--- src/rrc_pkg.sv ---
package rrc_pkg;

  // ---------------------------------------------------------------
  // Register addresses on the serial control bus
  // ---------------------------------------------------------------
  localparam logic [7:0] ADDR_GEN_RESET = 8'h01;
  localparam logic [7:0] ADDR_GEN_CTRL_WR = 8'h31;
  localparam logic [7:0] ADDR_TX_MIX_WR = 8'h33;
  localparam logic [7:0] ADDR_LO_WR = 8'h3f;
  localparam logic [7:0] ADDR_GEN_CTRL_RD = 8'hc1;
  localparam logic [7:0] ADDR_TX_MIX_RD = 8'hc3;
  localparam logic [7:0] ADDR_STATUS_RD = 8'hc4;
  localparam logic [7:0] ADDR_LO_RD = 8'hcf;

  // ---------------------------------------------------------------
  // Reset values and field positions
  // ---------------------------------------------------------------
  localparam logic [7:0] RST_GEN_CTRL = 8'h00;
  localparam logic [7:0] RST_TX_MIX = 8'h00;
  localparam logic [7:0] RST_LO = 8'h00;
  localparam int unsigned GEN_CTRL_RF_SYNTH_BIT = 0;
  localparam int unsigned GEN_CTRL_IF_SYNTH_BIT = 1;
  localparam int unsigned GEN_CTRL_REFAMP_BIT = 2;
  localparam int unsigned TX_MIX_IMAGE_REJ_BIT = 0;
  localparam int unsigned TX_MIX_HIGH_SIDE_BIT = 1;
  localparam int unsigned LO_DIV_LSB = 0;
  localparam int unsigned STAT_CLK_OK_BIT = 7;
  localparam int unsigned STAT_PWR_DOWN_BIT = 6;

  // ---------------------------------------------------------------
  // Reference clock qualification counts (clock_in cycles / edges)
  // ---------------------------------------------------------------
  localparam logic [4:0] CLK_STABLE_EDGES = 5'h10;
  localparam logic [6:0] CLK_LOSS_CYCLES = 7'h40;

  // ---------------------------------------------------------------
  // Types
  // ---------------------------------------------------------------
  typedef enum logic [1:0] {
    LO_UNDIVIDED = 2'b00,
    LO_DIVIDE_TWO = 2'b01,
    LO_DIVIDE_FOUR = 2'b10
  } rrc_lo_div_t;

  typedef enum logic [1:0] {
    BUS_IDLE = 2'b00,
    BUS_ADDR = 2'b01,
    BUS_WDATA = 2'b10,
    BUS_RDATA = 2'b11
  } rrc_bus_state_t;

  typedef struct packed {
    logic csn;
    logic sclk;
    logic cdata;
  } rrc_cbus_t;

  typedef struct packed {
    logic rf_synth_en;
    logic if_synth_en;
    logic tx_image_reject;
    logic tx_high_side;
    logic [1:0] lo_div;
  } rrc_ctrl_t;

endpackage : rrc_pkg

--- src/rrc_clk_gate.sv ---
`timescale 1ns/1ps
module rrc_clk_gate
  import rrc_pkg::*;
(
  input wire logic clock_in, // System clock
  input wire logic arst_n_in, // Async reset, active low
  input wire logic soft_rst_in, // Synchronous general reset
  input wire logic amp_en_in, // Reference amplifier on
  input wire logic mclk_in, // Amplified reference clock pin
  output logic clk_ok_out, // Reference clock stable
  output logic dig_clk_out // Gated digital clock
);

  logic [1:0] mclk_sync_q;
  logic mclk_prev_q;
  logic [4:0] edge_cnt_q;
  logic [6:0] idle_cnt_q;
  logic clk_ok_q;
  logic gate_q;
  logic dig_clk_q;
  logic mclk_s;
  logic mclk_rise;

  // ---------------------------------------------------------------
  // Synchroniser and edge detect
  // ---------------------------------------------------------------
  assign mclk_s = mclk_sync_q[1];
  assign mclk_rise = mclk_s & ~mclk_prev_q;

  // Two stages before anything looks at the pin
  always_ff @(posedge clock_in or negedge arst_n_in) begin
    if (!arst_n_in) begin
      mclk_sync_q <= 2'h0;
      mclk_prev_q <= 1'b0;
    end else begin
      mclk_sync_q <= {mclk_sync_q[0], mclk_in};
      mclk_prev_q <= mclk_s;
    end
  end

  // ---------------------------------------------------------------
  // Stability detection
  // ---------------------------------------------------------------
  // Silence watchdog: a stalled amplifier output counts as lost
  always_ff @(posedge clock_in or negedge arst_n_in) begin
    if (!arst_n_in) begin
      idle_cnt_q <= 7'h00;
    end else if (mclk_rise || !amp_en_in) begin
      idle_cnt_q <= 7'h00;
    end else if (idle_cnt_q != CLK_LOSS_CYCLES - 7'h01) begin
      idle_cnt_q <= idle_cnt_q + 7'h01;
    end
  end

  // Clean edges in a row before the clock is trusted
  always_ff @(posedge clock_in or negedge arst_n_in) begin
    if (!arst_n_in) begin
      edge_cnt_q <= 5'h00;
      clk_ok_q <= 1'b0;
    end else if (soft_rst_in || !amp_en_in || idle_cnt_q == CLK_LOSS_CYCLES - 7'h01) begin
      edge_cnt_q <= 5'h00;
      clk_ok_q <= 1'b0;
    end else if (mclk_rise) begin
      if (edge_cnt_q == CLK_STABLE_EDGES - 5'h01) begin
        clk_ok_q <= 1'b1;
      end else begin
        edge_cnt_q <= edge_cnt_q + 5'h01;
      end
    end
  end

  // ---------------------------------------------------------------
  // Glitch-free gate
  // ---------------------------------------------------------------
  // Enable moves only while the source is low, so the first high is whole
  always_ff @(posedge clock_in or negedge arst_n_in) begin
    if (!arst_n_in) begin
      gate_q <= 1'b0;
      dig_clk_q <= 1'b0;
    end else begin
      if (!mclk_s) begin
        gate_q <= clk_ok_q;
      end
      dig_clk_q <= mclk_s & gate_q;
    end
  end

  assign clk_ok_out = clk_ok_q;
  assign dig_clk_out = dig_clk_q;
endmodule : rrc_clk_gate

--- src/rrc_top.sv ---
`timescale 1ns/1ps
// Operation
// - Power-up through the digital supply reset leaves the device exactly as a general reset command does.
// - Pulling the external reset pin low gives the same state as general reset and power-up.
// - Both supply rails are watched and a power-down flag rises whenever either is lost.
// - The reference amplifier switches on whenever either synthesiser is enabled, whatever its own bit says.
// - The digital clock is held off until the reference clock is seen to be stable.
// - The first released digital clock pulse is a whole cycle with full high and low phases.
// - Reference clock status reads back as bit 7 of the status word at C4 hex.
// - The transmit mixer has a selectable image-reject mode and a lower-current normal mode.
// - Image reject with the undivided LO is not supported and is not applied by the device.
// - High-side or low-side mixer operation is chosen by a register write.
// - Synthesiser and reference amplifier enables live in the general control register written at 31 hex and read at C1 hex.
// - Mixer configuration is written at 33 hex, read at C3 hex, with Lo_path_control_write written at 3F hex.
module rrc_top
  import rrc_pkg::*;
(
  input wire logic clock_in, // 20 MHz system clock
  input wire logic arst_n_in, // Power-on reset, active low
  input wire rrc_cbus_t cbus_in, // Serial control bus pins
  input wire logic external_reset_low_in, // Reset pin, active low
  input wire logic digital_supply_ok_in, // Digital rail present
  input wire logic analog_supply_ok_in, // Analogue rail present
  input wire logic mclk_in, // Amplified reference clock
  output logic rdata_out, // Serial read data
  output logic rdata_oe_out, // Read data drive enable
  output logic power_down_out, // Supply lost
  output rrc_ctrl_t ctrl_out, // Mixer and synth controls
  output logic refamp_on_out, // Reference amplifier enable
  output logic clk_ok_out, // Reference clock stable
  output logic dig_clk_out // Gated digital clock
);

  logic [1:0][2:0] cbus_sync_q;
  logic [1:0][2:0] misc_sync_q;
  rrc_cbus_t bus_s;
  logic sclk_prev_q;
  logic sclk_rise;
  logic sclk_fall;
  logic ext_rst_s;
  logic soft_rst;
  rrc_bus_state_t state_q;
  logic [2:0] bit_cnt_q;
  logic [7:0] shift_q;
  logic [7:0] addr_q;
  logic [7:0] wdata_q;
  logic wr_stb_q;
  logic gen_rst_q;
  logic [7:0] rsh_q;
  logic rdata_q;
  logic oe_q;
  logic [7:0] gen_ctrl_q;
  logic [7:0] tx_mix_q;
  logic [7:0] lo_q;
  logic [7:0] rd_word;
  logic [7:0] shift_next;
  logic power_down_q;
  logic refamp_on_q;
  rrc_ctrl_t ctrl_q;
  logic clk_ok;

  // ---------------------------------------------------------------
  // Pin synchronisers
  // ---------------------------------------------------------------
  assign bus_s = cbus_sync_q[1];
  assign ext_rst_s = misc_sync_q[1][2];
  assign sclk_rise = bus_s.sclk & ~sclk_prev_q;
  assign sclk_fall = ~bus_s.sclk & sclk_prev_q;

  // Bus idles with chip select high; rails read as present until sampled
  always_ff @(posedge clock_in or negedge arst_n_in) begin
    if (!arst_n_in) begin
      cbus_sync_q <= {2{3'b100}};
      misc_sync_q <= {2{3'b111}};
      sclk_prev_q <= 1'b0;
    end else begin
      cbus_sync_q <= {cbus_sync_q[0], cbus_in};
      misc_sync_q <= {misc_sync_q[0], {external_reset_low_in, digital_supply_ok_in, analog_supply_ok_in}};
      sclk_prev_q <= bus_s.sclk;
    end
  end

  // Pin reset and the general reset command share one path
  assign soft_rst = ~ext_rst_s | gen_rst_q;

  // ---------------------------------------------------------------
  // Supply monitor
  // ---------------------------------------------------------------
  always_ff @(posedge clock_in or negedge arst_n_in) begin
    if (!arst_n_in) begin
      power_down_q <= 1'b0;
    end else begin
      power_down_q <= ~(misc_sync_q[1][1] & misc_sync_q[1][0]);
    end
  end

  // ---------------------------------------------------------------
  // Serial control bus slave
  // ---------------------------------------------------------------
  assign shift_next = {shift_q[6:0], bus_s.cdata};

  // Read-back selection; unmapped read addresses return zero
  always_comb begin
    rd_word = 8'h00;
    unique case (addr_q)
      ADDR_GEN_CTRL_RD: rd_word = gen_ctrl_q;
      ADDR_TX_MIX_RD: rd_word = tx_mix_q;
      ADDR_LO_RD: rd_word = lo_q;
      ADDR_STATUS_RD: begin
        rd_word[STAT_CLK_OK_BIT] = clk_ok;
        rd_word[STAT_PWR_DOWN_BIT] = power_down_q;
      end
      default: rd_word = 8'h00;
    endcase
  end

  // Address byte first, then one data byte, MSB first, sampled on SCLK rise.
  // SCLK phases must each span several clock_in cycles for the sampling to see them.
  always_ff @(posedge clock_in or negedge arst_n_in) begin
    if (!arst_n_in) begin
      state_q <= BUS_IDLE;
      bit_cnt_q <= 3'h0;
      shift_q <= 8'h00;
      addr_q <= 8'h00;
      wdata_q <= 8'h00;
      wr_stb_q <= 1'b0;
      gen_rst_q <= 1'b0;
      rsh_q <= 8'h00;
      rdata_q <= 1'b0;
      oe_q <= 1'b0;
    end else begin
      wr_stb_q <= 1'b0;
      gen_rst_q <= 1'b0;
      if (bus_s.csn || !ext_rst_s) begin
        // Address alone followed by deselect is the general reset command
        if (bus_s.csn && state_q == BUS_WDATA && bit_cnt_q == 3'h0 && addr_q == ADDR_GEN_RESET) begin
          gen_rst_q <= 1'b1;
        end
        state_q <= BUS_IDLE;
        bit_cnt_q <= 3'h0;
        oe_q <= 1'b0;
        rdata_q <= 1'b0;
      end else begin
        unique case (state_q)
          BUS_IDLE: begin
            state_q <= BUS_ADDR;
            bit_cnt_q <= 3'h0;
          end
          BUS_ADDR: begin
            if (sclk_rise) begin
              shift_q <= shift_next;
              bit_cnt_q <= bit_cnt_q + 3'h1;
              if (bit_cnt_q == 3'h7) begin
                addr_q <= shift_next;
                state_q <= shift_next[7] ? BUS_RDATA : BUS_WDATA;
              end
            end
          end
          BUS_WDATA: begin
            if (sclk_rise) begin
              shift_q <= shift_next;
              bit_cnt_q <= bit_cnt_q + 3'h1;
              if (bit_cnt_q == 3'h7) begin
                wdata_q <= shift_next;
                wr_stb_q <= 1'b1;
                state_q <= BUS_ADDR;
              end
            end
          end
          BUS_RDATA: begin
            // Bits change on SCLK fall so the host samples them on the rise
            if (sclk_fall) begin
              oe_q <= 1'b1;
              rdata_q <= rsh_q[7];
              rsh_q <= {rsh_q[6:0], 1'b0};
            end
          end
        endcase
        if (state_q == BUS_ADDR && sclk_rise && bit_cnt_q == 3'h7) begin
          rsh_q <= 8'h00;
        end
        if (state_q == BUS_RDATA && !oe_q && !sclk_fall) begin
          rsh_q <= rd_word;
        end
      end
    end
  end

  // ---------------------------------------------------------------
  // Control registers
  // ---------------------------------------------------------------
  // Same values from power-up, the pin and the command
  always_ff @(posedge clock_in or negedge arst_n_in) begin
    if (!arst_n_in) begin
      gen_ctrl_q <= RST_GEN_CTRL;
      tx_mix_q <= RST_TX_MIX;
      lo_q <= RST_LO;
    end else if (soft_rst) begin
      gen_ctrl_q <= RST_GEN_CTRL;
      tx_mix_q <= RST_TX_MIX;
      lo_q <= RST_LO;
    end else if (wr_stb_q) begin
      if (addr_q == ADDR_GEN_CTRL_WR) begin
        gen_ctrl_q <= wdata_q;
      end
      if (addr_q == ADDR_TX_MIX_WR) begin
        tx_mix_q <= wdata_q;
      end
      if (addr_q == ADDR_LO_WR) begin
        lo_q <= wdata_q;
      end
    end
  end

  // ---------------------------------------------------------------
  // Derived controls
  // ---------------------------------------------------------------
  // Image reject is withheld on the undivided LO rather than trusting software
  always_ff @(posedge clock_in or negedge arst_n_in) begin
    if (!arst_n_in) begin
      ctrl_q <= '0;
      refamp_on_q <= 1'b0;
    end else begin
      ctrl_q.rf_synth_en <= gen_ctrl_q[GEN_CTRL_RF_SYNTH_BIT];
      ctrl_q.if_synth_en <= gen_ctrl_q[GEN_CTRL_IF_SYNTH_BIT];
      ctrl_q.tx_image_reject <= tx_mix_q[TX_MIX_IMAGE_REJ_BIT] &&
        (lo_q[LO_DIV_LSB +: 2] != LO_UNDIVIDED);
      ctrl_q.tx_high_side <= tx_mix_q[TX_MIX_HIGH_SIDE_BIT];
      ctrl_q.lo_div <= lo_q[LO_DIV_LSB +: 2];
      refamp_on_q <= gen_ctrl_q[GEN_CTRL_REFAMP_BIT] | gen_ctrl_q[GEN_CTRL_RF_SYNTH_BIT] |
        gen_ctrl_q[GEN_CTRL_IF_SYNTH_BIT];
    end
  end

  rrc_clk_gate rrc_clk_gate_inst (
    .clock_in(clock_in),
    .arst_n_in(arst_n_in),
    .soft_rst_in(soft_rst),
    .amp_en_in(refamp_on_q),
    .mclk_in(mclk_in),
    .clk_ok_out(clk_ok),
    .dig_clk_out(dig_clk_out)
  );

  assign rdata_out = rdata_q;
  assign rdata_oe_out = oe_q;
  assign power_down_out = power_down_q;
  assign ctrl_out = ctrl_q;
  assign refamp_on_out = refamp_on_q;
  assign clk_ok_out = clk_ok;
endmodule : rrc_top

--- config.mk ---
export PLATFORM = sky130hd
export DESIGN_NAME = rrc_top
export DESIGN_NICKNAME = d
export VERILOG_FILES = /design/src/rrc_pkg.sv /design/src/rrc_clk_gate.sv /design/src/rrc_top.sv
export SDC_FILE = /design/constraint.sdc
export NUM_CORES = 1
export LEC_CHECK = 0
export ABC_AREA = 1
export BUFFER_PORTS_ARGS = -buffer_cell sky130_fd_sc_hd__buf_2
export CORE_ASPECT_RATIO = 0.9
export CORE_UTILIZATION = 30
export CTS_CLUSTER_DIAMETER = 60
export DETAILED_ROUTE_END_ITERATION = 6
export HOLD_SLACK_MARGIN = 0.02
export PLACE_DENSITY = 0.5
export RECOVER_POWER = 100
export SYNTH_ARGS = -nofsm -noshare
export SYNTH_HDL_FRONTEND = slang
export SYNTH_HIERARCHICAL = 1
export SYNTH_SLANG_ARGS = --single-unit
--- constraint.sdc ---
create_clock -name clock_in -period 3.8 [get_ports clock_in]
set_clock_uncertainty 0.05 [all_clocks]
set_input_delay 0.38 -clock clock_in [delete_from_list [all_inputs] [get_ports clock_in]]
set_output_delay 0.38 -clock clock_in [all_outputs]
set_load 0.02 [all_outputs]
==> qor.csv <==
stage,metric,value,unit
grt,number of antenna violations at the first check in global routing,0,
clock_tree,clock slew at reported path FFs,0.07,ns
outcome,status,finished with violations,
grt,vias in the first global route,2994,
critical_path,Critical Path AT,2.76,ns
grt,GR Overflow Total,0,
synth,Synth Flop Type,dfrtp_1,
place,DP HPWL,6.10,mm
hold_path,Worst Hold Endpoint,misc_sync_q[2],
clock_tree,CTS Hold Bufs,0,
drt,DR vias,3080,
drt,Post-DRT Antenna Nets,0,
synth,"Async S/R FF share, synth",100,%
synth,Post-Syn Instances,474,
critical_path,worst path required time,3.98,ns
sta,"Setup violations, final",0,
sta,post-route setup TNS,0,ns
synth,sequential area share after synthesis,58.3,%
place,Setup WS pre-CTS,1.74,ns
critical_path,R2R Path End,addr_q[6],
sta,Fmax,387,MHz
critical_path,crit start category,flip-flop,
drt,1st-pass router iterations,4,
sta,worst-margin pin slew,1.83,ns
critical_path,FF-to-FF path depth,4,
clock_tree,root buffer cell,clkbuf_16,
die,CORE AREA,14200,um^2
synth,register bit total from synthesis,103,
layout,"non-filler cells, final",696,
layout,area delta synth->final,11.3,%
clock_tree,CTS tree,built,
critical_path,Max stage delay on crit path,1.10,ns
die,initial core utilization,31.2,%
hold_path,hold_sp,external_reset_low_in,
sta,Fin. Hold Viols,0,
sta,Final Max Slew Viols,75,
critical_path,Reg-to-Reg Start,ext_rst_s,
sta,Slew headroom,-21.7,%
critical_path,cell chain of the critical path,inv_1 > or2_0 > nor3_1 > mux2_2,
clock_tree,CTS Sinks,103,
die,io pins,21,
layout,antenna fix cells,0,
drt,DRC Markers,0,
critical_path,CP bufs+invs,1,
layout,layout cell share with drive strength beyond 1,8.95,%
flow_run,MaxCap Viol Count,1,
drt,total wire length,8.63,mm
drt,drt via density,4.43,
die,die outline height,117,um
critical_path,Top delay family on crit path,simple AND/OR/NAND/NOR gates,
clock_tree,cts repair resizes,0,
clock_tree,"Clk Latency, worst-skew pair",0.35,ns
die,Die Width,130,um
synth,count of cell types in the netlist,35,
critical_path,CP Capture Type,flip-flop,
grt,gr usage total,13.0,%
power_and_ir_drop,Total Power,2.13,mW
clock_tree,Bufs on Longest Clock Path,2,
drt,drt first-iter violations,200,
sta,Tcrit/Tclk final,68.0,%
clock_tree,post-CTS setup repair buffer count,0,
synth,Post-synth EDFFs,0,
place,gpl congestion,0.768,
synth,synth warn,6,
power_and_ir_drop,Leak Pwr,2.29,nW
power_and_ir_drop,Max IR drop VDD,0.203,mV
synth,Avg Synthesized Cell Area,9.36,um^2
sta,"Min Clock Period, post-route",2.58,ns
hold_path,Hold WC Path Type,input port to flip-flop,
synth,Mapped Nets,493,
critical_path,r2r setup slk,1.22,ns
power_and_ir_drop,Power Density,432,nW/um^2
place,placed cells,680,
drt,WL/cell,12.4,um
critical_path,CP max stage cell,nor3_1,
outcome,failing checks,"capacitance limit, slew limit",
die,die area,15300,um^2
sta,unrepaired setup endpoints after global routing,no,
die,Rows,41,
hold_path,worst hold stages,1,
critical_path,Crit Path Class,flip-flop to flip-flop,
sta,setup ws final,1.22,ns
critical_path,critical path peak fanout,15,
clock_tree,total CTS buffers,9,
place,IO buf count,20,
synth,Synth Cell Area,4440,um^2
clock_tree,htree depth,3,
grt,largest net degree at the start of global routing,75,
layout,nets@finish,517,
grt,first-pass GRT wire length,15.1,mm
==> state kept, by name, indices dropped and copies added, names as in the netlist, 5 cells and up <==
register,count
rrc_clk_gate_inst/edge_cnt_q,5
misc_sync_q,5
rrc_clk_gate_inst/idle_cnt_q,7
ctrl_out,6
lo_q,8
gen_ctrl_q,8
addr_q,8
wdata_q,8
tx_mix_q,8
rsh_q,8
shift_q,7
==> power by group <==
group	switching [mW]	internal, mW	leakage, nW
registers	0.0227	1.12	1.38
logic	0.0497	0.0168	0.767
clock network	0.391	0.529	0.140
total	0.464	1.67	2.29
==> synth_stat cells, types with 2 or more instances <==
| master | number | area share (%) |
|---|---|---|
| nor2_2 | 8 | 1.1 |
| ha_1 | 10 | 2.8 |
| mux2_2 | 5 | 1.3 |
| nand3_1 | 31 | 3.5 |
| buf_2 | 5 | 0.56 |
| o211ai_1 | 4 | 0.68 |
| a21oi_2 | 2 | 0.39 |
| nand3_2 | 2 | 0.45 |
| inv_1 | 55 | 4.7 |
| o31ai_1 | 2 | 0.34 |
| nand2_4 | 2 | 0.51 |
| o21ai_0 | 44 | 5.0 |
| inv_2 | 6 | 0.51 |
| dfrtp_1 | 95 | 54 |
| a21oi_1 | 18 | 2.0 |
| nor2_1 | 31 | 2.6 |
| nor2_4 | 3 | 0.76 |
| buf_4 | 3 | 0.51 |
| nand4_1 | 5 | 0.71 |
| o21ai_2 | 2 | 0.39 |
| xor2_1 | 2 | 0.39 |
| o21ai_1 | 5 | 0.56 |
| nand2_1 | 115 | 9.7 |
| dfstp_2 | 8 | 4.7 |
==> worst max-delay path by stage <==
stage,start,end,depth (start not counted)
3_5_place_dp,ext_rst_s,lo_q[1],5
3_3_place_gp,ext_rst_s,lo_q[5],5
4_1_cts,ext_rst_s,lo_q[1],5
5_1_grt,bit_cnt_q[0],addr_q[6],7
2_1_floorplan,ext_rst_s,addr_q[6],5
6_report,ext_rst_s,addr_q[6],4
==> area by class of cell <==
type / count / area [um^2]
inverter: 61 / 229
tap: 193 / 241
multi-input combinational: 301 / 1500
sequential: 103 / 2590
timing repair buffer: 22 / 92.6
clock inverter: 3 / 42.5
fill: 1496 / 9270
clock buffer: 13 / 250
==> placed cells by master, fill, tap and decap left out <==
cell type and n:
o21bai_1 1, buf_2 7, nor3_2 1, nor3_1 2
nand3_2 1, o21ai_1 2, nand4_1 5, dfstp_2 7
o21ai_2 1, xor2_1 2, o21ai_0 48, inv_2 3
clkinv_2 1, or2_0 1, dfrtp_1 95, bufinv_16 1
xnor2_1 1, clkbuf_2 1, nor2_2 3, clkinvlp_4 1
o211ai_1 4, o21a_1 1, clkinv_1 2, a21oi_1 20
inv_1 56, nand3_1 32, clkbuf_16 9, mux2_2 5
dfstp_1 1, clkbuf_8 1, nand2_4 1, ha_1 10
o21bai_2 1, nand2_1 117, nor2_4 1, o31ai_1 2
nor2_1 38, clkbuf_1 17, or3_1 1
==> cell families (layout without fill, tap and decap cells) <==
group	Yosys count	after routing	share of synthesized area (%)
and+or+nand+nor	203	203	20.5
DFF	103	103	58.3
AOI/OAI and AO/OA	80	80	9.96
buffers and inverters	70	99	6.49
adders and majority gates	10	10	2.82
muxes	5	5	1.27
xor gates and xnor gates	3	3	0.592
==> per-stage QoR <==
step | cell area [um^2] | utilization, % | hold slack (ns)
final | 4940 | 34.8 | 0.0776
after global routing | 4940 | 34.8 | 0.0568
after CTS | 5030 | 35.4 | 0.0616
after detailed placement | 4740 | 33.3 | 0.285
after global placement | 4740 | 33.3 | 0.284
after floorplan | 4440 | - | 0.0344
==> layer usage <==
| metal | wire [um] | vias to the layer above | global-route usage [%] |
|---|---|---|---|
| li1 | - | 1567 | - |
| met1 | 4290 | 1465 | 18.2 |
| met2 | 3860 | 38 | 18.6 |
| met3 | 361 | 10 | 4.24 |
| met4 | 119 | 0 | 4.36 |
| met5 | 0 | - | 0 |
(Power assumes the default switching activity.)
